### src/etc_pkg.sv
package etc_pkg;

  // bus geometry
  localparam int unsigned ETC_AW = 3;
  localparam int unsigned ETC_DW = 8;

  // register offsets
  localparam logic [2:0] ETC_OFF_CTRL_A = 3'h0;
  localparam logic [2:0] ETC_OFF_CTRL_B = 3'h1;
  localparam logic [2:0] ETC_OFF_COUNT = 3'h2;
  localparam logic [2:0] ETC_OFF_CMP_A = 3'h3;
  localparam logic [2:0] ETC_OFF_CMP_B = 3'h4;
  localparam logic [2:0] ETC_OFF_FLAG = 3'h5;
  localparam logic [2:0] ETC_OFF_MASK = 3'h6;

  // timer_control_a fields
  localparam int unsigned ETC_CA_COMA_LO = 6;
  localparam int unsigned ETC_CA_COMB_LO = 4;
  localparam int unsigned ETC_CA_WGM_LO = 0;
  localparam logic [7:0] ETC_CA_MASK = 8'hf3;

  // timer_control_b fields
  localparam int unsigned ETC_CB_FOCA = 7;
  localparam int unsigned ETC_CB_FOCB = 6;
  localparam int unsigned ETC_CB_WGM2 = 3;
  localparam int unsigned ETC_CB_CS_LO = 0;
  localparam logic [7:0] ETC_CB_MASK = 8'h0f;

  // flag and mask bit positions
  localparam int unsigned ETC_FL_OVF = 0;
  localparam int unsigned ETC_FL_MA = 1;
  localparam int unsigned ETC_FL_MB = 2;
  localparam int unsigned ETC_FL_W = 3;

  // counter values
  localparam logic [7:0] ETC_BOTTOM = 8'h00;
  localparam logic [7:0] ETC_MAX = 8'hff;
  localparam logic [7:0] ETC_ONE = 8'h01;
  localparam logic [7:0] ETC_RST8 = 8'h00;
  localparam logic [2:0] ETC_RST3 = 3'h0;
  localparam logic [7:0] ETC_RD_NONE = 8'h00;

  // prescaler taps
  localparam int unsigned ETC_PRE_W = 10;
  localparam logic [9:0] ETC_PRE_RST = 10'h000;
  localparam logic [9:0] ETC_PRE_INC = 10'h001;
  localparam logic [9:0] ETC_PRE_M8 = 10'h007;
  localparam logic [9:0] ETC_PRE_M64 = 10'h03f;
  localparam logic [9:0] ETC_PRE_M256 = 10'h0ff;
  localparam logic [9:0] ETC_PRE_M1024 = 10'h3ff;

  typedef enum logic [2:0] {
    ETC_CS_OFF = 3'b000,
    ETC_CS_DIV1 = 3'b001,
    ETC_CS_DIV8 = 3'b010,
    ETC_CS_DIV64 = 3'b011,
    ETC_CS_DIV256 = 3'b100,
    ETC_CS_DIV1024 = 3'b101,
    ETC_CS_EXT_FALL = 3'b110,
    ETC_CS_EXT_RISE = 3'b111
  } etc_cs_t;

  typedef enum logic [2:0] {
    ETC_WGM_NORMAL = 3'b000,
    ETC_WGM_PC_MAX = 3'b001,
    ETC_WGM_CTC = 3'b010,
    ETC_WGM_FAST_MAX = 3'b011,
    ETC_WGM_RSV4 = 3'b100,
    ETC_WGM_PC_CMPA = 3'b101,
    ETC_WGM_RSV6 = 3'b110,
    ETC_WGM_FAST_CMPA = 3'b111
  } etc_wgm_t;

  typedef enum logic [1:0] {
    ETC_COM_OFF = 2'b00,
    ETC_COM_TOGGLE = 2'b01,
    ETC_COM_CLEAR = 2'b10,
    ETC_COM_SET = 2'b11
  } etc_com_t;

endpackage

### src/etc_timer.sv
// Overview of operation
// RULE1: counter and both compare registers 8 bits
// RULE2: tick from prescaler or external pin
// RULE3: clock select picks source and edge
// RULE4: select zero gives no tick, counter stopped
// RULE5: bottom indication when counter is zero
// RULE6: maximum is 0xFF, signalled when reached
// RULE7: top is 0xFF or compare A per mode
// RULE8: each tick clears, increments or decrements
// RULE9: counter readable and writable at any time
// RULE10: cpu counter write beats tick update
// RULE11: three-bit mode split across both controls
// RULE12: overflow flag set per mode, interrupt source
// RULE13: continuous equality compare per unit
// RULE14: match sets flag on following tick
// RULE15: servicing the interrupt clears its flag
// RULE16: writing one clears flag, zero keeps
// RULE17: three flags in one register, masked separately
// RULE18: waveform from match, mode, output mode
// RULE19: max and bottom handle extreme values
// RULE20: buffer stage in front of compares
// RULE21: buffer only in pwm, else direct write
// RULE22: counter write blocks next tick's match
// RULE23: normal mode counts up, overflow at wrap
// RULE24: reset clears counter, compares, flags, mask
`timescale 1ns/1ps
module etc_timer
  import etc_pkg::*;
(
  // clock and reset
  input wire logic clk,
  input wire logic reset,
  // register port
  input wire logic [etc_pkg::ETC_AW-1:0] reg_addr,
  input wire logic [etc_pkg::ETC_DW-1:0] reg_wdata,
  input wire logic reg_wr,
  input wire logic reg_rd,
  output logic [etc_pkg::ETC_DW-1:0] reg_rdata,
  // external count source
  input wire logic ext_count_pin,
  // interrupt requests and service acknowledges
  output logic irq_ovf,
  output logic irq_a,
  output logic irq_b,
  input wire logic irq_ack_ovf,
  input wire logic irq_ack_a,
  input wire logic irq_ack_b,
  // waveform outputs
  output logic wave_out_a,
  output logic wave_en_a,
  output logic wave_out_b,
  output logic wave_en_b
);
  import etc_pkg::*;

  // state
  logic [7:0] timer_control_a_q;
  logic [7:0] timer_control_b_q;
  logic [7:0] count_value_q, count_value_d;
  logic [7:0] compare_value_a_q, compare_value_a_d;
  logic [7:0] compare_value_b_q, compare_value_b_d;
  logic [7:0] buf_a_q;
  logic [7:0] buf_b_q;
  logic [ETC_FL_W-1:0] timer_flag_reg_q, timer_flag_reg_d;
  logic [ETC_FL_W-1:0] timer_mask_reg_q;
  logic [ETC_PRE_W-1:0] pre_q;
  logic ext_prev_q;
  logic down_q, down_d;
  logic block_q;
  logic wave_a_q, wave_a_d;
  logic wave_b_q, wave_b_d;
  logic [7:0] rdata_q;

  // register decode
  wire wr_ctrl_a = reg_wr && (reg_addr == ETC_OFF_CTRL_A);
  wire wr_ctrl_b = reg_wr && (reg_addr == ETC_OFF_CTRL_B);
  wire wr_count = reg_wr && (reg_addr == ETC_OFF_COUNT);
  wire wr_cmp_a = reg_wr && (reg_addr == ETC_OFF_CMP_A);
  wire wr_cmp_b = reg_wr && (reg_addr == ETC_OFF_CMP_B);
  wire wr_flag = reg_wr && (reg_addr == ETC_OFF_FLAG);
  wire wr_mask = reg_wr && (reg_addr == ETC_OFF_MASK);

  // mode fields
  etc_wgm_t waveform_mode_field;
  etc_cs_t clock_select_field;
  etc_com_t compare_output_mode_a;
  etc_com_t compare_output_mode_b;
  wire waveform_mode_bit2 = timer_control_b_q[ETC_CB_WGM2];
  wire [1:0] waveform_mode_lo = timer_control_a_q[ETC_CA_WGM_LO +: 2];

  assign waveform_mode_field = etc_wgm_t'({waveform_mode_bit2, waveform_mode_lo}); // [RULE11]
  assign clock_select_field = etc_cs_t'(timer_control_b_q[ETC_CB_CS_LO +: 3]);
  assign compare_output_mode_a = etc_com_t'(timer_control_a_q[ETC_CA_COMA_LO +: 2]);
  assign compare_output_mode_b = etc_com_t'(timer_control_a_q[ETC_CA_COMB_LO +: 2]);

  wire is_pc = (waveform_mode_field == ETC_WGM_PC_MAX) ||
               (waveform_mode_field == ETC_WGM_PC_CMPA);
  wire is_fast = (waveform_mode_field == ETC_WGM_FAST_MAX) ||
                 (waveform_mode_field == ETC_WGM_FAST_CMPA);
  wire is_pwm = is_pc || is_fast;
  wire top_from_a = (waveform_mode_field == ETC_WGM_CTC) ||
                    (waveform_mode_field == ETC_WGM_PC_CMPA) ||
                    (waveform_mode_field == ETC_WGM_FAST_CMPA);

  // count sequence limits
  wire [7:0] top_value = top_from_a ? compare_value_a_q : ETC_MAX; // [RULE7]
  wire at_top = (count_value_q == top_value);
  wire at_bottom = (count_value_q == ETC_BOTTOM); // [RULE5]
  wire at_max = (count_value_q == ETC_MAX); // [RULE6]
  wire [7:0] count_inc = count_value_q + ETC_ONE;
  wire [7:0] count_dec = count_value_q - ETC_ONE;

  // comparators run every cycle, whatever the tick does
  wire match_a = (count_value_q == compare_value_a_q); // [RULE13]
  wire match_b = (count_value_q == compare_value_b_q); // [RULE13]

  // prescaler and clock select
  wire [ETC_PRE_W-1:0] pre_d = pre_q + ETC_PRE_INC;
  logic timer_tick;

  always_comb begin
    unique case (clock_select_field) // [RULE3]
      ETC_CS_OFF: timer_tick = 1'b0; // [RULE4]
      ETC_CS_DIV1: timer_tick = 1'b1; // [RULE2]
      ETC_CS_DIV8: timer_tick = ((pre_q & ETC_PRE_M8) == ETC_PRE_M8);
      ETC_CS_DIV64: timer_tick = ((pre_q & ETC_PRE_M64) == ETC_PRE_M64);
      ETC_CS_DIV256: timer_tick = ((pre_q & ETC_PRE_M256) == ETC_PRE_M256);
      ETC_CS_DIV1024: timer_tick = (pre_q == ETC_PRE_M1024);
      ETC_CS_EXT_FALL: timer_tick = ext_prev_q && !ext_count_pin; // [RULE2]
      ETC_CS_EXT_RISE: timer_tick = !ext_prev_q && ext_count_pin; // [RULE2]
    endcase
  end

  // a tick that loses to a cpu write counts as no event
  wire ev = timer_tick && !wr_count;

  // counter next value
  always_comb begin
    count_value_d = count_value_q;
    down_d = is_pc ? down_q : 1'b0;
    if (wr_count) begin
      count_value_d = reg_wdata; // [RULE9] [RULE10]
    end else if (timer_tick) begin // [RULE8]
      if (is_pc) begin
        if (!down_q) begin
          if (at_top) begin
            down_d = 1'b1;
            count_value_d = count_dec;
          end else begin
            count_value_d = count_inc;
          end
        end else begin
          if (at_bottom) begin
            down_d = 1'b0;
            count_value_d = count_inc;
          end else begin
            count_value_d = count_dec;
          end
        end
      end else if (at_top) begin
        count_value_d = ETC_BOTTOM; // [RULE23]
      end else begin
        count_value_d = count_inc;
      end
    end
  end

  // overflow point by mode
  logic ovf_set;

  always_comb begin
    unique case (waveform_mode_field) // [RULE12]
      ETC_WGM_NORMAL: ovf_set = ev && at_max; // [RULE23]
      ETC_WGM_CTC: ovf_set = ev && at_max;
      ETC_WGM_RSV4: ovf_set = ev && at_max;
      ETC_WGM_RSV6: ovf_set = ev && at_max;
      ETC_WGM_FAST_MAX: ovf_set = ev && at_top;
      ETC_WGM_FAST_CMPA: ovf_set = ev && at_top;
      ETC_WGM_PC_MAX: ovf_set = ev && down_q && at_bottom;
      ETC_WGM_PC_CMPA: ovf_set = ev && down_q && at_bottom;
    endcase
  end

  // match events: flagged on the tick after equality, unless blocked
  wire mset_a = ev && match_a && !block_q; // [RULE14] [RULE22]
  wire mset_b = ev && match_b && !block_q; // [RULE14] [RULE22]

  // flags: hardware set wins over any clear in the same cycle
  wire [ETC_FL_W-1:0] flag_set = {mset_b, mset_a, ovf_set};
  wire [ETC_FL_W-1:0] flag_wclr = wr_flag ? reg_wdata[ETC_FL_W-1:0] : ETC_RST3; // [RULE16]
  wire [ETC_FL_W-1:0] flag_ack = {irq_ack_b, irq_ack_a, irq_ack_ovf}; // [RULE15]
  assign timer_flag_reg_d = (timer_flag_reg_q & ~(flag_wclr | flag_ack)) | flag_set;

  assign irq_ovf = timer_flag_reg_q[ETC_FL_OVF] && timer_mask_reg_q[ETC_FL_OVF]; // [RULE17]
  assign irq_a = timer_flag_reg_q[ETC_FL_MA] && timer_mask_reg_q[ETC_FL_MA]; // [RULE17]
  assign irq_b = timer_flag_reg_q[ETC_FL_MB] && timer_mask_reg_q[ETC_FL_MB]; // [RULE17]

  // compare buffers: pwm updates land at top so no odd-length pulse appears
  wire cmp_update = ev && at_top && (is_fast || (is_pc && !down_q)); // [RULE21]

  always_comb begin
    compare_value_a_d = compare_value_a_q;
    if (wr_cmp_a && !is_pwm) begin
      compare_value_a_d = reg_wdata; // [RULE21]
    end else if (cmp_update) begin
      compare_value_a_d = buf_a_q; // [RULE20]
    end
  end

  always_comb begin
    compare_value_b_d = compare_value_b_q;
    if (wr_cmp_b && !is_pwm) begin
      compare_value_b_d = reg_wdata; // [RULE21]
    end else if (cmp_update) begin
      compare_value_b_d = buf_b_q; // [RULE20]
    end
  end

  // waveform generator
  function automatic logic wave_next(
    input logic cur,
    input etc_com_t com,
    input logic hit,
    input logic pc,
    input logic fast,
    input logic bot,
    input logic down,
    input logic full,
    input logic zero,
    input logic tog_ok
  );
    logic inv;
    logic nxt;
    inv = (com == ETC_COM_SET);
    nxt = cur;
    if (!pc && !fast) begin
      if (hit) begin
        unique case (com)
          ETC_COM_OFF: nxt = cur;
          ETC_COM_TOGGLE: nxt = !cur;
          ETC_COM_CLEAR: nxt = 1'b0;
          ETC_COM_SET: nxt = 1'b1;
        endcase
      end
    end else if (com == ETC_COM_TOGGLE) begin
      if (hit && tog_ok) begin
        nxt = !cur;
      end
    end else if (com != ETC_COM_OFF) begin
      if (fast) begin
        if (bot) begin
          nxt = !inv;
        end
        // compare at top would clear in the tick that sets: keep it set
        if (hit && !full) begin
          nxt = inv;
        end
      end else begin
        if (hit) begin
          nxt = down ? !inv : inv;
        end
        // compare at bottom holds the inactive level for the whole period
        if (bot && zero) begin
          nxt = inv;
        end
      end
    end
    return nxt;
  endfunction

  // forced compare only acts outside pwm, and never touches flags or counter
  wire force_a = wr_ctrl_b && reg_wdata[ETC_CB_FOCA] && !is_pwm;
  wire force_b = wr_ctrl_b && reg_wdata[ETC_CB_FOCB] && !is_pwm;
  wire wave_bot = is_fast ? (ev && at_top) : (ev && down_q && at_bottom); // [RULE19]
  wire full_a = (compare_value_a_q == top_value); // [RULE19]
  wire full_b = (compare_value_b_q == top_value); // [RULE19]
  wire zero_a = (compare_value_a_q == ETC_BOTTOM); // [RULE19]
  wire zero_b = (compare_value_b_q == ETC_BOTTOM); // [RULE19]

  assign wave_a_d = wave_next(wave_a_q, compare_output_mode_a, mset_a || force_a, // [RULE18]
    is_pc, is_fast, wave_bot, down_q, full_a, zero_a, waveform_mode_bit2);
  assign wave_b_d = wave_next(wave_b_q, compare_output_mode_b, mset_b || force_b, // [RULE18]
    is_pc, is_fast, wave_bot, down_q, full_b, zero_b, 1'b0);

  assign wave_out_a = wave_a_q;
  assign wave_out_b = wave_b_q;
  assign wave_en_a = (compare_output_mode_a != ETC_COM_OFF);
  assign wave_en_b = (compare_output_mode_b != ETC_COM_OFF);

  // read mux; the cpu sees the buffer side of each compare
  logic [7:0] rd_mux;

  always_comb begin
    case (reg_addr)
      ETC_OFF_CTRL_A: rd_mux = timer_control_a_q;
      ETC_OFF_CTRL_B: rd_mux = timer_control_b_q;
      ETC_OFF_COUNT: rd_mux = count_value_q; // [RULE9]
      ETC_OFF_CMP_A: rd_mux = buf_a_q;
      ETC_OFF_CMP_B: rd_mux = buf_b_q;
      ETC_OFF_FLAG: rd_mux = {5'h0_0, timer_flag_reg_q}; // [RULE17]
      ETC_OFF_MASK: rd_mux = {5'h0_0, timer_mask_reg_q};
      default: rd_mux = ETC_RD_NONE;
    endcase
  end

  assign reg_rdata = rdata_q;

  // control and bus registers
  always_ff @(posedge clk) begin
    if (reset) begin
      timer_control_a_q <= ETC_RST8; // [RULE24]
      timer_control_b_q <= ETC_RST8; // [RULE24]
      timer_mask_reg_q <= ETC_RST3; // [RULE24]
      rdata_q <= ETC_RD_NONE;
    end else begin
      if (wr_ctrl_a) timer_control_a_q <= reg_wdata & ETC_CA_MASK;
      if (wr_ctrl_b) timer_control_b_q <= reg_wdata & ETC_CB_MASK;
      if (wr_mask) timer_mask_reg_q <= reg_wdata[ETC_FL_W-1:0];
      rdata_q <= reg_rd ? rd_mux : ETC_RD_NONE;
    end
  end

  // counter, compares and buffers
  always_ff @(posedge clk) begin
    if (reset) begin
      count_value_q <= ETC_RST8; // [RULE24]
      compare_value_a_q <= ETC_RST8; // [RULE24]
      compare_value_b_q <= ETC_RST8;
      buf_a_q <= ETC_RST8;
      buf_b_q <= ETC_RST8;
      down_q <= 1'b0;
    end else begin
      count_value_q <= count_value_d; // [RULE1]
      compare_value_a_q <= compare_value_a_d; // [RULE1]
      compare_value_b_q <= compare_value_b_d;
      if (wr_cmp_a) buf_a_q <= reg_wdata; // [RULE20]
      if (wr_cmp_b) buf_b_q <= reg_wdata;
      down_q <= down_d;
    end
  end

  // flags and match blocking
  always_ff @(posedge clk) begin
    if (reset) begin
      timer_flag_reg_q <= ETC_RST3; // [RULE24]
      block_q <= 1'b0;
    end else begin
      timer_flag_reg_q <= timer_flag_reg_d;
      // held until a later tick, so a stopped timer still blocks
      if (wr_count) block_q <= 1'b1; // [RULE22]
      else if (timer_tick) block_q <= 1'b0;
    end
  end

  // prescaler and pin history; pin rests low so no false edge after reset
  always_ff @(posedge clk) begin
    if (reset) begin
      pre_q <= ETC_PRE_RST;
      ext_prev_q <= 1'b0;
    end else begin
      pre_q <= pre_d;
      ext_prev_q <= ext_count_pin;
    end
  end

  // waveform state survives mode changes
  always_ff @(posedge clk) begin
    if (reset) begin
      wave_a_q <= 1'b0;
      wave_b_q <= 1'b0;
    end else begin
      wave_a_q <= wave_a_d;
      wave_b_q <= wave_b_d;
    end
  end

endmodule

### config.mk
export PLATFORM = sky130hd
export DESIGN_NAME = etc_timer
export DESIGN_NICKNAME = d
export VERILOG_FILES = /design/src/etc_pkg.sv /design/src/etc_timer.sv
export SDC_FILE = /design/constraint.sdc
export NUM_CORES = 1
export LEC_CHECK = 0
export BUFFER_PORTS_ARGS = -buffer_cell sky130_fd_sc_hd__buf_2
export CAP_MARGIN = 10
export CORE_MARGIN = 1
export CORE_UTILIZATION = 35
export CTS_CLUSTER_DIAMETER = 200
export CTS_CLUSTER_SIZE = 10
export DETAILED_ROUTE_END_ITERATION = 7
export HOLD_SLACK_MARGIN = 0.1
export PLACE_DENSITY_LB_ADDON = 0.1
export SLEW_MARGIN = 20
export SYNTH_ARGS = -nofsm -noshare
export SYNTH_HDL_FRONTEND = slang
export SYNTH_SLANG_ARGS = --single-unit
### constraint.sdc
create_clock -name clk -period 3.6 [get_ports clk]
set_input_delay 0.72 -clock clk [delete_from_list [all_inputs] [get_ports clk]]
set_output_delay 0.72 -clock clk [all_outputs]
set_load 0.02 [all_outputs]
# After elaboration in Yosys (flattened, before gate mapping)
# Cells that the tools add are included.
[word_totals] regBits=79 in_bits=19 out_inout_bits=15 elab_cells=197
[classes] n_addsub=3 eq_ne=44 n_mux=49 n_bitwise=5 n_reduce_logical=80
[op_table] operator="8-bit 2-to-1 mux" n=12
[op_table] operator="8-bit case mux with 7 select lines" n=1
[op_table] operator="8-bit equality test" n=5
[op_table] operator="3-bit equality test (second input constant)" n=12
[op_table] operator="1-bit logical AND" n=35
[op_table] operator="1-bit 2-to-1 mux" n=31
[op_table] operator="8-bit zero test" n=3
[op_table] operator="3-bit by 2-bit equality test with 1-bit output (second input constant)" n=6
[op_table] operator="8-bit equality test (second input constant)" n=2
[op_table] operator="1-bit zero test" n=14
[op_table] operator="6-bit AND reduction" n=2
[op_table] operator="2-bit nonzero test" n=6
[op_table] operator="10-bit by 1-bit adder with 10-bit output (second input constant)" n=1
[op_table] operator="10-bit equality test (second input constant)" n=1
[op_table] operator="3-bit by 1-bit equality test with 1-bit output (second input constant)" n=3
[op_table] operator="3-bit zero test" n=3
[op_table] operator="1-bit case mux with 3 select lines" n=3
[op_table] operator="8-bit by 1-bit adder with 8-bit output (second input constant)" n=1
[op_table] operator="2-bit equality test (second input constant)" n=4
[op_table] operator="1-bit logical OR" n=8
[op_table] operator="2-bit != test (second input constant)" n=4
[op_table] operator="1-bit case mux with 8 select lines" n=1
[op_table] operator="8-bit by 1-bit subtractor with 8-bit output (second input constant)" n=1
[op_table] operator="6-bit equality test (second input constant)" n=1
[op_table] operator="other kinds (15)" n=21

# Logic depth before layout (Yosys ltp)
# Gate-level depths: netlist (run 1).
[depth] ltp_word=13 depth_mapped=12 depth_no_buf=10

# Worst setup path after synthesis (run 1)
# OpenSTA, ideal clock, no wires.
[synth_timing] path_kind="in2reg" from="input port reg_addr[2] (netlist name)" to="register wave_a_q (netlist: wave_out_a)" setup_ps=91 t_arrival_ps=2633 required_ps=3509 setup_slack_ps=876 cell_stages=8 path_buffers=1 path_cell_list="clkbuf_1 > nor2b_1 > and2_1 > or4b_1 > or4_1 > o21ai_0 > a31oi_1 > a311oi_1"
[synth_via] elab_chain_cells=13 elab_cells_between_ends=29 cone_classes="eq/ne (5); mux (7); reduce/logical (17)"
[synth_rtl] item="start: declaration" line_no="etc_timer.sv:34" source="input wire logic [etc_pkg::ETC_AW-1:0] reg_addr,"
[synth_rtl] item="3-bit by 2-bit equality test with 1-bit output" line_no="etc_timer.sv:77" source="wire wr_count = reg_wr && (reg_addr == ETC_OFF_COUNT);"
[synth_rtl] item="1-bit logical AND" line_no="etc_timer.sv:77"
[synth_rtl] item="1-bit zero test" line_no="etc_timer.sv:135" source="wire ev = timer_tick && !wr_count;"
[synth_rtl] item="1-bit logical AND" line_no="etc_timer.sv:135"
[synth_rtl] item="1-bit logical AND, on equally long branches (2 in a row)" line_no="etc_timer.sv:274, etc_timer.sv:185"
[synth_rtl] item="1-bit 2-to-1 mux or 1-bit logical OR (tied branches)" line_no="etc_timer.sv:274, etc_timer.sv:280"
[synth_rtl] item="1-bit logical AND, on equally long branches" line_no="etc_timer.sv:263, etc_timer.sv:255"
[synth_rtl] item="1-bit 2-to-1 mux, on equally long branches" line_no="etc_timer.sv:263, etc_timer.sv:255"
[synth_rtl] item="1-bit 2-to-1 mux" line_no="etc_timer.sv:250" source="if (fast) begin"
[synth_rtl] item="1-bit 2-to-1 mux" line_no="etc_timer.sv:249" source="end else if (com != ETC_COM_OFF) begin"
[synth_rtl] item="1-bit 2-to-1 mux" line_no="etc_timer.sv:245" source="end else if (com == ETC_COM_TOGGLE) begin"
[synth_rtl] item="1-bit 2-to-1 mux" line_no="etc_timer.sv:236" source="if (!pc && !fast) begin"
[synth_rtl] item="end signal: assignment" line_no="etc_timer.sv:372" source="wave_a_q <= wave_a_d;"
[synth_rtl] item="end: declaration" line_no="etc_timer.sv:70" source="logic wave_a_q, wave_a_d;"
# Several ways; a longest one is shown, not always the timed one. The select of a mux whose other input is x is not followed.
# A chain may end at the register's enable or synchronous reset.

# Worst setup path after layout (run 1)
[layout_timing] from="register timer_control_a_q[0]" to="register count_value_q[6]"
[layout_via] elab_chain_cells=10 elab_cells_between_ends=15 cone_classes="eq/ne (5); mux (7); reduce/logical (3)"
[layout_rtl] item="start: declaration" line_no="etc_timer.sv:57" source="logic [7:0] timer_control_a_q;"
[layout_rtl] item="start signal: assignment" line_no="etc_timer.sv:316" source="if (wr_ctrl_a) timer_control_a_q <= reg_wdata & ETC_CA_MASK;"
[layout_rtl] item="3-bit by 2-bit equality test with 1-bit output or 3-bit equality test (tied branches)" line_no="etc_timer.sv:101, etc_timer.sv:97, etc_timer.sv:102"
[layout_rtl] item="1-bit logical OR" line_no="etc_timer.sv:101" source="wire top_from_a = (waveform_mode_field == ETC_WGM_CTC) ||"
[layout_rtl] item="1-bit logical OR" line_no="etc_timer.sv:102" source="(waveform_mode_field == ETC_WGM_PC_CMPA) ||"
[layout_rtl] item="8-bit 2-to-1 mux" line_no="etc_timer.sv:106" source="wire [7:0] top_value = top_from_a ? compare_value_a_q : ETC_MAX;"
[layout_rtl] item="8-bit equality test" line_no="etc_timer.sv:107" source="wire at_top = (count_value_q == top_value);"
[layout_rtl] item="8-bit 2-to-1 mux" line_no="etc_timer.sv:146" source="if (at_top) begin"
[layout_rtl] item="8-bit 2-to-1 mux" line_no="etc_timer.sv:145" source="if (!down_q) begin"
[layout_rtl] item="8-bit 2-to-1 mux (*)" line_no="etc_timer.sv:144" source="if (is_pc) begin"
[layout_rtl] item="8-bit 2-to-1 mux (*)" line_no="etc_timer.sv:143" source="end else if (timer_tick) begin"
[layout_rtl] item="8-bit 2-to-1 mux (*)" line_no="etc_timer.sv:141" source="if (wr_count) begin"
[layout_rtl] item="end signal: assignment" line_no="etc_timer.sv:333" source="count_value_q <= count_value_d;"
[layout_rtl] item="end: declaration" line_no="etc_timer.sv:59" source="logic [7:0] count_value_q, count_value_d;"
# Mark *: on every way between the ends. The rest lies on a longest branch, timed or not. The select of a mux whose other input is x is not followed.

==> impl_results.md, run 1 <==
* TritonRoute pass-1 iters at 5
* Crit path max-delay family: simple AND/OR/NAND/NOR gates
* Clock skew at 0.00703 ns
* Clock slew at reported path FFs at 0.06 ns
* Die Span Y at 121 microns
* Final core utilization at 0.397
* Share of layout cells above drive strength 1 at 0.137
* Most common cell in the netlist: nor2_1
* Pin count of the biggest net entering global routing at 34
* Buf/Inv on CP at 0
* Crit end category: flop
* CP max stage delay at 0.57 ns
* CTS Buf Count at 9
* Rel. slew slack at 0.591
* Gpl congestion at 0.886
* Number of synthesized flops with an enable pin at 0
* Pre-CTS setup slack at ~0.53 ns
* Core Region at around 14000 sq um
* Cells after Synth at roughly 630
* Class of the worst hold path: flop to flop
* Fmax achieved at between 0.3 and 0.4 GHz
* Max VDD drop at 0.236 mV
* CP max FO at 11
* Cell count after placement at 808
* Ys flop type: dfxtp_1
* Yosys cell types at 68
* Initial antenna violation count at 0
* Mapped Area at 4950 sq um
* Post-DP HPWL at 11800 microns
* Post-CTS setup buffer count at 0
* Yosys top cell area share at 0.320
* Cell area after layout at about 5500 sq um
* Hold bufs inserted after CTS at 0
* Final hold slack at roughly 0.47 ns
* Critical-path top delay cell: dfxtp_1
* Final Max Slew Viols at 0
* Met2 GRT Util at 0.351
* Wirelength per Cell at 19.7 microns
* Synthesis-to-finish area growth at 10.9%
* Unrepaired setup endpoints after global routing: false
* Post-synth ARST share at 0
* Worst path most repeated cell: a311oi_1
* FF+latch count, synth at slightly below 80
* Post-synthesis sequential area ratio at 0.320
* Worst setup SP type: flop
* Setup TNS at 0 ns
* Resized Gates After CTS at 0
* Row count at 43
* Synth area leaders: dfxtp_1 (32%), nor2_1 (7.0%), mux2i_1 (5.5%), nand2_1 (5.1%), a21oi_1 (4.4%)
* Final #Nets at ~660
* Synth warn at 0
* Design Power at 2.09 mW
* WP data arrival at around 3.4 ns
* Drt total wl at 16200 microns
* Clk root buf: clkbuf_16
* Final Non-Filler Cells at 824
* CTS max path bufs at 2
* Fin. Hold Viols at 0
* Worst endpoint required time at around 3.8 ns
* Post-layout min period at 3.15 ns
* DRC at 0
* Met1 usage at 0.323
* Vias in the first global route at 4481
* Static Leak at a little under 2 nW
* Max_cap viols at 0
* Grt ovf at 0
* GRT busiest layer: met2
* Vias at roughly 4800
* Outcome: finished clean
* Commonest cells in the synthesized netlist: nor2_1 (92), dfxtp_1 (79), nand2_1 (67), a21oi_1 (43), clkbuf_1 (43)
* Total GRT Usage at 0.231
* Placed cell areas at ~5200 sq um
* TritonCTS clock tree: yes
* Vias per cell at 5.79
* Die ar. at roughly 15000 sq um
* Pwr Density at 381 nW/um^2
* Worst-path cell chain: or3b_1 -> a2111oi_2 -> a311oi_1 -> or4_1 -> a21boi_4 -> a311oi_1 -> nor3_2 -> or3_1
* Syn Nets at between 600 and 700
* H-tree depth at 3
* Detail Route Antenna Nets at 0
* Width of the die at 121 microns
* Slew @ Worst Pin at about 0.61 ns
* Fin worst setup slack at 0.446 ns
* Largest area contributor in the netlist: dfxtp_1
* Final period utilization at 0.876
* Worst-Skew Late Latency at 0.35 ns
* Initial Util at 0.358
* Antenna Cells at 0
* Met3 Resource Use GR at 0.0371
* CTS Sinks at between 70 and 80
* First-pass GRT wire length at ~26000 microns
* PortBufs at 33
* Worst setup path class: flop to flop
* IO Pins at 34
* Endpoints failing setup at 0
* Starting DRT DRC Count at 413
* Syn avg cell area at 7.83 sq um
==> area by class of cell <==
type                       instances  area [sq um]
clock buffer                      12           236
clock inverter                     4          30.0
fill                            1414          8340
inverter                          12          45.0
multi-input combinational        486          3070
sequential                        79          1580
tap                              180           225
timing repair buffer              51           300
==> power breakdown <==
group          total [mW]  internal (mW)  switching, mW
Sequential          0.951          0.900         0.0509
Clock               0.857          0.471          0.387
Combinational       0.281          0.108          0.173
Total                2.09           1.48          0.611
==> cells by family (layout without fill, tap and decap cells) <==
| family | after synthesis | in the layout | synth area share |
|---|---|---|---|
| compound gates | 152 | 152 | 0.221 |
| xor+xnor | 24 | 24 | 0.0425 |
| fa+ha+maj | 5 | 5 | 0.0126 |
| buf+inv | 67 | 79 | 0.0602 |
| flops | 79 | 79 | 0.320 |
| mux | 36 | 36 | 0.0797 |
| simple gates | 269 | 269 | 0.264 |
==> metal layers <==
layer / wire length (microns) / vias up
li1: - / 2291
met1: 7650 / 2255
met2: 7170 / 192
met3: 1010 / 29
met4: 399 / 0
met5: 0 / -
==> placed cells by master (no fill, tap or decap), drive strengths merged, types with 5 or more instances in the layout <==
cell | synthesis | layout
nor2 | 92 | 92
dfxtp | 79 | 79
nand2 | 67 | 67
buf | 11 | 51
a21oi | 43 | 43
mux2i | 28 | 28
a211oi | 24 | 24
nand3 | 19 | 19
xnor2 | 15 | 15
o21ai | 14 | 14
inv | 12 | 13
nor3 | 13 | 13
clkbuf | 44 | 12
a31oi | 11 | 11
nand2b | 9 | 9
o211ai | 9 | 9
xor2 | 9 | 9
and2 | 8 | 8
nor2b | 8 | 8
nand4 | 8 | 8
nor4 | 8 | 8
mux2 | 7 | 7
or2 | 6 | 6
and3 | 6 | 6
a311oi | 6 | 6
or3 | 6 | 6
a22oi | 6 | 6
nand3b | 5 | 5
ha | 5 | 5
a2111oi | 5 | 5
==> sequential cells by signal (all words and copies together), names as in the netlist <==
| signal | cells |
|---|---|
| pre_q | 10 |
| buf_a_q | 8 |
| buf_b_q | 8 |
| compare_value_a_q | 8 |
| compare_value_b_q | 8 |
| count_value_q | 8 |
| reg_rdata | 8 |
| timer_control_a_q | 6 |
| timer_control_b_q | 4 |
| timer_flag_reg_q | 3 |
| timer_mask_reg_q | 3 |
| block_q | 1 |
| down_q | 1 |
| ext_prev_q | 1 |
| wave_out_a | 1 |
| wave_out_b | 1 |
==> path summary, 6_finish.rpt <==
kind                                           from                             to  slack, ns  cells past startpoint
setup / recovery  timer_control_a_q[0]$_SDFFE_PP0P_  count_value_q[6]$_SDFFE_PP0P_       0.45                      8
hold / removal                  pre_q[0]$_SDFF_PP0_            pre_q[0]$_SDFF_PP0_       0.47                      1
setup reg to reg  timer_control_a_q[0]$_SDFFE_PP0P_  count_value_q[6]$_SDFFE_PP0P_       0.45                      8
hold reg to reg                 pre_q[0]$_SDFF_PP0_            pre_q[0]$_SDFF_PP0_       0.47                      1
==> worst register-to-register path, stage by stage (launching register included) <==
cell and delay, ns:
dfxtp_1 0.57, or3b_1 0.42, a2111oi_2 0.13, a311oi_1 0.54, or4_1 0.42, a21boi_4 0.14, a311oi_1 0.39, nor3_2 0.08
or3_1 0.36
No activity file was read; power rests on OpenSTA's default activity.
==> run 2, diff against run 1 <==
--- a/config.mk
+++ b/config.mk
@@ -6,13 +6,14 @@
 export NUM_CORES = 1
 export LEC_CHECK = 0
 export BUFFER_PORTS_ARGS = -buffer_cell sky130_fd_sc_hd__buf_2
-export CAP_MARGIN = 10
+export CAP_MARGIN = 20
 export CORE_MARGIN = 1
 export CORE_UTILIZATION = 35
 export CTS_CLUSTER_DIAMETER = 200
 export CTS_CLUSTER_SIZE = 10
 export DETAILED_ROUTE_END_ITERATION = 7
 export HOLD_SLACK_MARGIN = 0.1
+export MAX_ROUTING_LAYER = met4
 export PLACE_DENSITY_LB_ADDON = 0.1
 export SLEW_MARGIN = 20
 export SYNTH_ARGS = -nofsm -noshare
==> run 2 against run 1 <==
Against the previous run: cell area unchanged; sequential share of layout area unchanged; sequential cell count unchanged; routed wire length about the same; critical path type unchanged; largest cell class unchanged; largest power group unchanged; highest routed layer unchanged.
==> impl_results.md, run 2 (synthesis gave the netlist of run 1 again) <==
* Total GRT Usage at 0.238 (+0.00721)
* Rel. slew slack at 0.594 (+0.00320)
* TritonCTS clock tree: yes
* Clk root buf: clkbuf_16
* Critical-path top delay cell: dfxtp_1
* Combinational share of power at 0.135 (about the same)
* Reg-to-reg slack, setup at 0.46 ns (+0.02 ns)
* Clock skew at 0.00553 ns (-0.00151 ns)
* Critical path launch point: timer_control_a_q[0]$_SDFFE_PP0P_
* WP data arrival at 3.37 ns (about the same)
* First-pass GRT wire length at 25600 microns (+0.24%)
* Commonest non-fill, non-tap cell in the layout: nor2_1
* Hold bufs inserted after CTS at 0 (unchanged)
* Outcome: finished clean
* Cell count after placement at 808 (unchanged)
* Final #Nets at 663 (unchanged)
* Vias per cell at 5.81 (+0.40%)
* Switching share of total power at 0.291 (-0.00115)
* Clk pwr share at 0.409 (about the same)
* Crit path to: count_value_q[6]$_SDFFE_PP0P_
* Unrepaired setup endpoints after global routing: false
* Pin count of the biggest net entering global routing at 34 (unchanged)
* Resized Gates After CTS at 0 (unchanged)
* Largest register FFs at 10 (unchanged)
* Post-DP HPWL at 11800 microns (unchanged)
* Internal at 1.48 mW (about the same)
* Worst path most repeated cell: a311oi_1
* Vias at 4786 (+0.40%)
* Static Leak at 1.96 nW (unchanged)
* Detail Route Antenna Nets at 0 (unchanged)
* CTS Sinks at 79 (unchanged)
* Final period utilization at 0.872 (-0.00462)
* Initial Util at 0.358 (unchanged)
* R2R depth at 8 (unchanged)
* H-tree depth at 3 (unchanged)
* Reg with most FFs: pre_q
* Endpoints failing setup at 0 (unchanged)
* Fin. Hold Viols at 0 (unchanged)
* IO Pins at 34 (unchanged)
* Vias in the first global route at 4467 (-0.31%)
* Crit end category: flop
* Die ar. at 14600 sq um (unchanged)
* Pwr Density at 380 nW/um^2 (-0.17%)
* CTS max path bufs at 2 (unchanged)
* Final core utilization at 0.397 (unchanged)
* CTS Buf Count at 9 (unchanged)
* Design Power at 2.09 mW (-0.17%)
* Worst setup path class: flop to flop
* CP max FO at 11 (unchanged)
* Seq pwr share at 0.456 (about the same)
* DRC at 0 (unchanged)
* PortBufs at 33 (unchanged)
* Class of the worst hold path: flop to flop
* R2r endpoint: count_value_q[6]$_SDFFE_PP0P_
* Synthesis-to-finish area growth at 10.9% (unchanged)
* Antenna Cells at 0 (unchanged)
* Core Region at 13800 sq um (unchanged)
* Crit Reg-Reg Startpoint: timer_control_a_q[0]$_SDFFE_PP0P_
* Clock slew at reported path FFs at 0.06 ns (about the same)
* Width of the die at 121 microns (unchanged)
* Gpl congestion at 0.901 (+1.7%)
* Drt total wl at 16200 microns (about the same)
* Initial antenna violation count at 0 (unchanged)
* Die Span Y at 121 microns (unchanged)
* Slew @ Worst Pin at 0.607 ns (-0.00478 ns)
* Final Non-Filler Cells at 824 (unchanged)
* Grt ovf at 0 (unchanged)
* Starting DRT DRC Count at 410 (-0.73%)
* Most frequent cells in the layout: nor2_1 (92), dfxtp_1 (79), nand2_1 (67)
* Net Switching at 0.607 mW (-0.57%)
* Worst-Skew Late Latency at 0.35 ns (about the same)
* Max_cap viols at 0 (unchanged)
* Max VDD drop at 0.237 mV (+0.68%)
* Worst setup SP type: flop
* TritonRoute pass-1 iters at 5 (unchanged)
* Share of layout cells above drive strength 1 at 0.137 (unchanged)
* CP max stage delay at 0.56 ns (about the same)
* Fmax achieved at 0.319 GHz (+0.53%)
* Post-CTS setup buffer count at 0 (unchanged)
* Worst-path cell chain: or3b_1 -> a2111oi_2 -> a311oi_1 -> or4_1 -> a21boi_4 -> a311oi_1 -> nor3_2 -> or3_1
* Setup TNS at 0 ns (unchanged)
* Post-layout min period at 3.14 ns (-0.0166 ns)
* Row count at 43 (unchanged)
* Worst endpoint required time at 3.83 ns (about the same)
* Final Max Slew Viols at 0 (unchanged)
* Wirelength per Cell at 19.7 microns (about the same)
==> run 2: cell counts in the layout (fill, tap and decap cells not counted) <==
Identical to the previous run, type by type.
==> run 2: layout make-up <==
| class | count | area (sq um) |
|---|---|---|
| Multi-Input combinational cell | 486 | 3070 |
| Clock inverter | 4 | 30.0 |
| Tap cell | 180 | 225 |
| Timing Repair Buffer | 51 | 300 |
| Sequential cell | 79 | 1580 |
| Inverter | 12 | 45.0 |
| Clock buffer | 12 | 236 |
| Fill cell | 1414 | 8340 |
==> run 2: through the flow <==
stage          hold WS [ns]  setup slack [ns]  area (sq um)
3_5_place_dp          0.455             0.534          5220
6_report              0.468             0.462          5490
3_3_place_gp          0.446             0.597          5220
5_1_grt               0.487             0.232          5490
2_1_floorplan         0.430             0.876          4950
4_1_cts               0.468             0.521          5490
==> run 2: critical path: cells and delay by family (launching register included) <==
family | cells | cell delay (ns)
compound gates | 4 | 1.17
flops | 1 | 0.56
simple gates | 4 | 1.29
==> run 2: layer usage <==
metal	GRT usage	part of all wire
met1	0.325	0.47
met2	0.351	0.45
met3	0.0390	0.063
met4	0.0872	0.023
met5	-	0
==> run 2: how the worst min path moves through the flow <==
stage / from / to / slack (ns) / cells past startpoint
after floorplan: pre_q[0]$_SDFF_PP0_ / pre_q[0]$_SDFF_PP0_ / 0.43 / 1
after detailed placement: pre_q[0]$_SDFF_PP0_ / pre_q[0]$_SDFF_PP0_ / 0.45 / 1
after global routing: pre_q[0]$_SDFF_PP0_ / pre_q[0]$_SDFF_PP0_ / 0.49 / 1
final: pre_q[0]$_SDFF_PP0_ / pre_q[0]$_SDFF_PP0_ / 0.47 / 1
after global placement: pre_q[0]$_SDFF_PP0_ / pre_q[0]$_SDFF_PP0_ / 0.45 / 1
after CTS: pre_q[0]$_SDFF_PP0_ / pre_q[0]$_SDFF_PP0_ / 0.47 / 1
==> run 2: power by group through the flow <==
stage	Clock (mW)	Combinational [mW]	Sequential, mW
2_1_floorplan	0	0.210	0.935
3_3_place_gp	0	0.280	0.971
3_5_place_dp	0	0.276	0.969
4_1_cts	0.870	0.278	0.950
5_1_grt	0.911	0.306	0.954
6_report	0.854	0.281	0.952
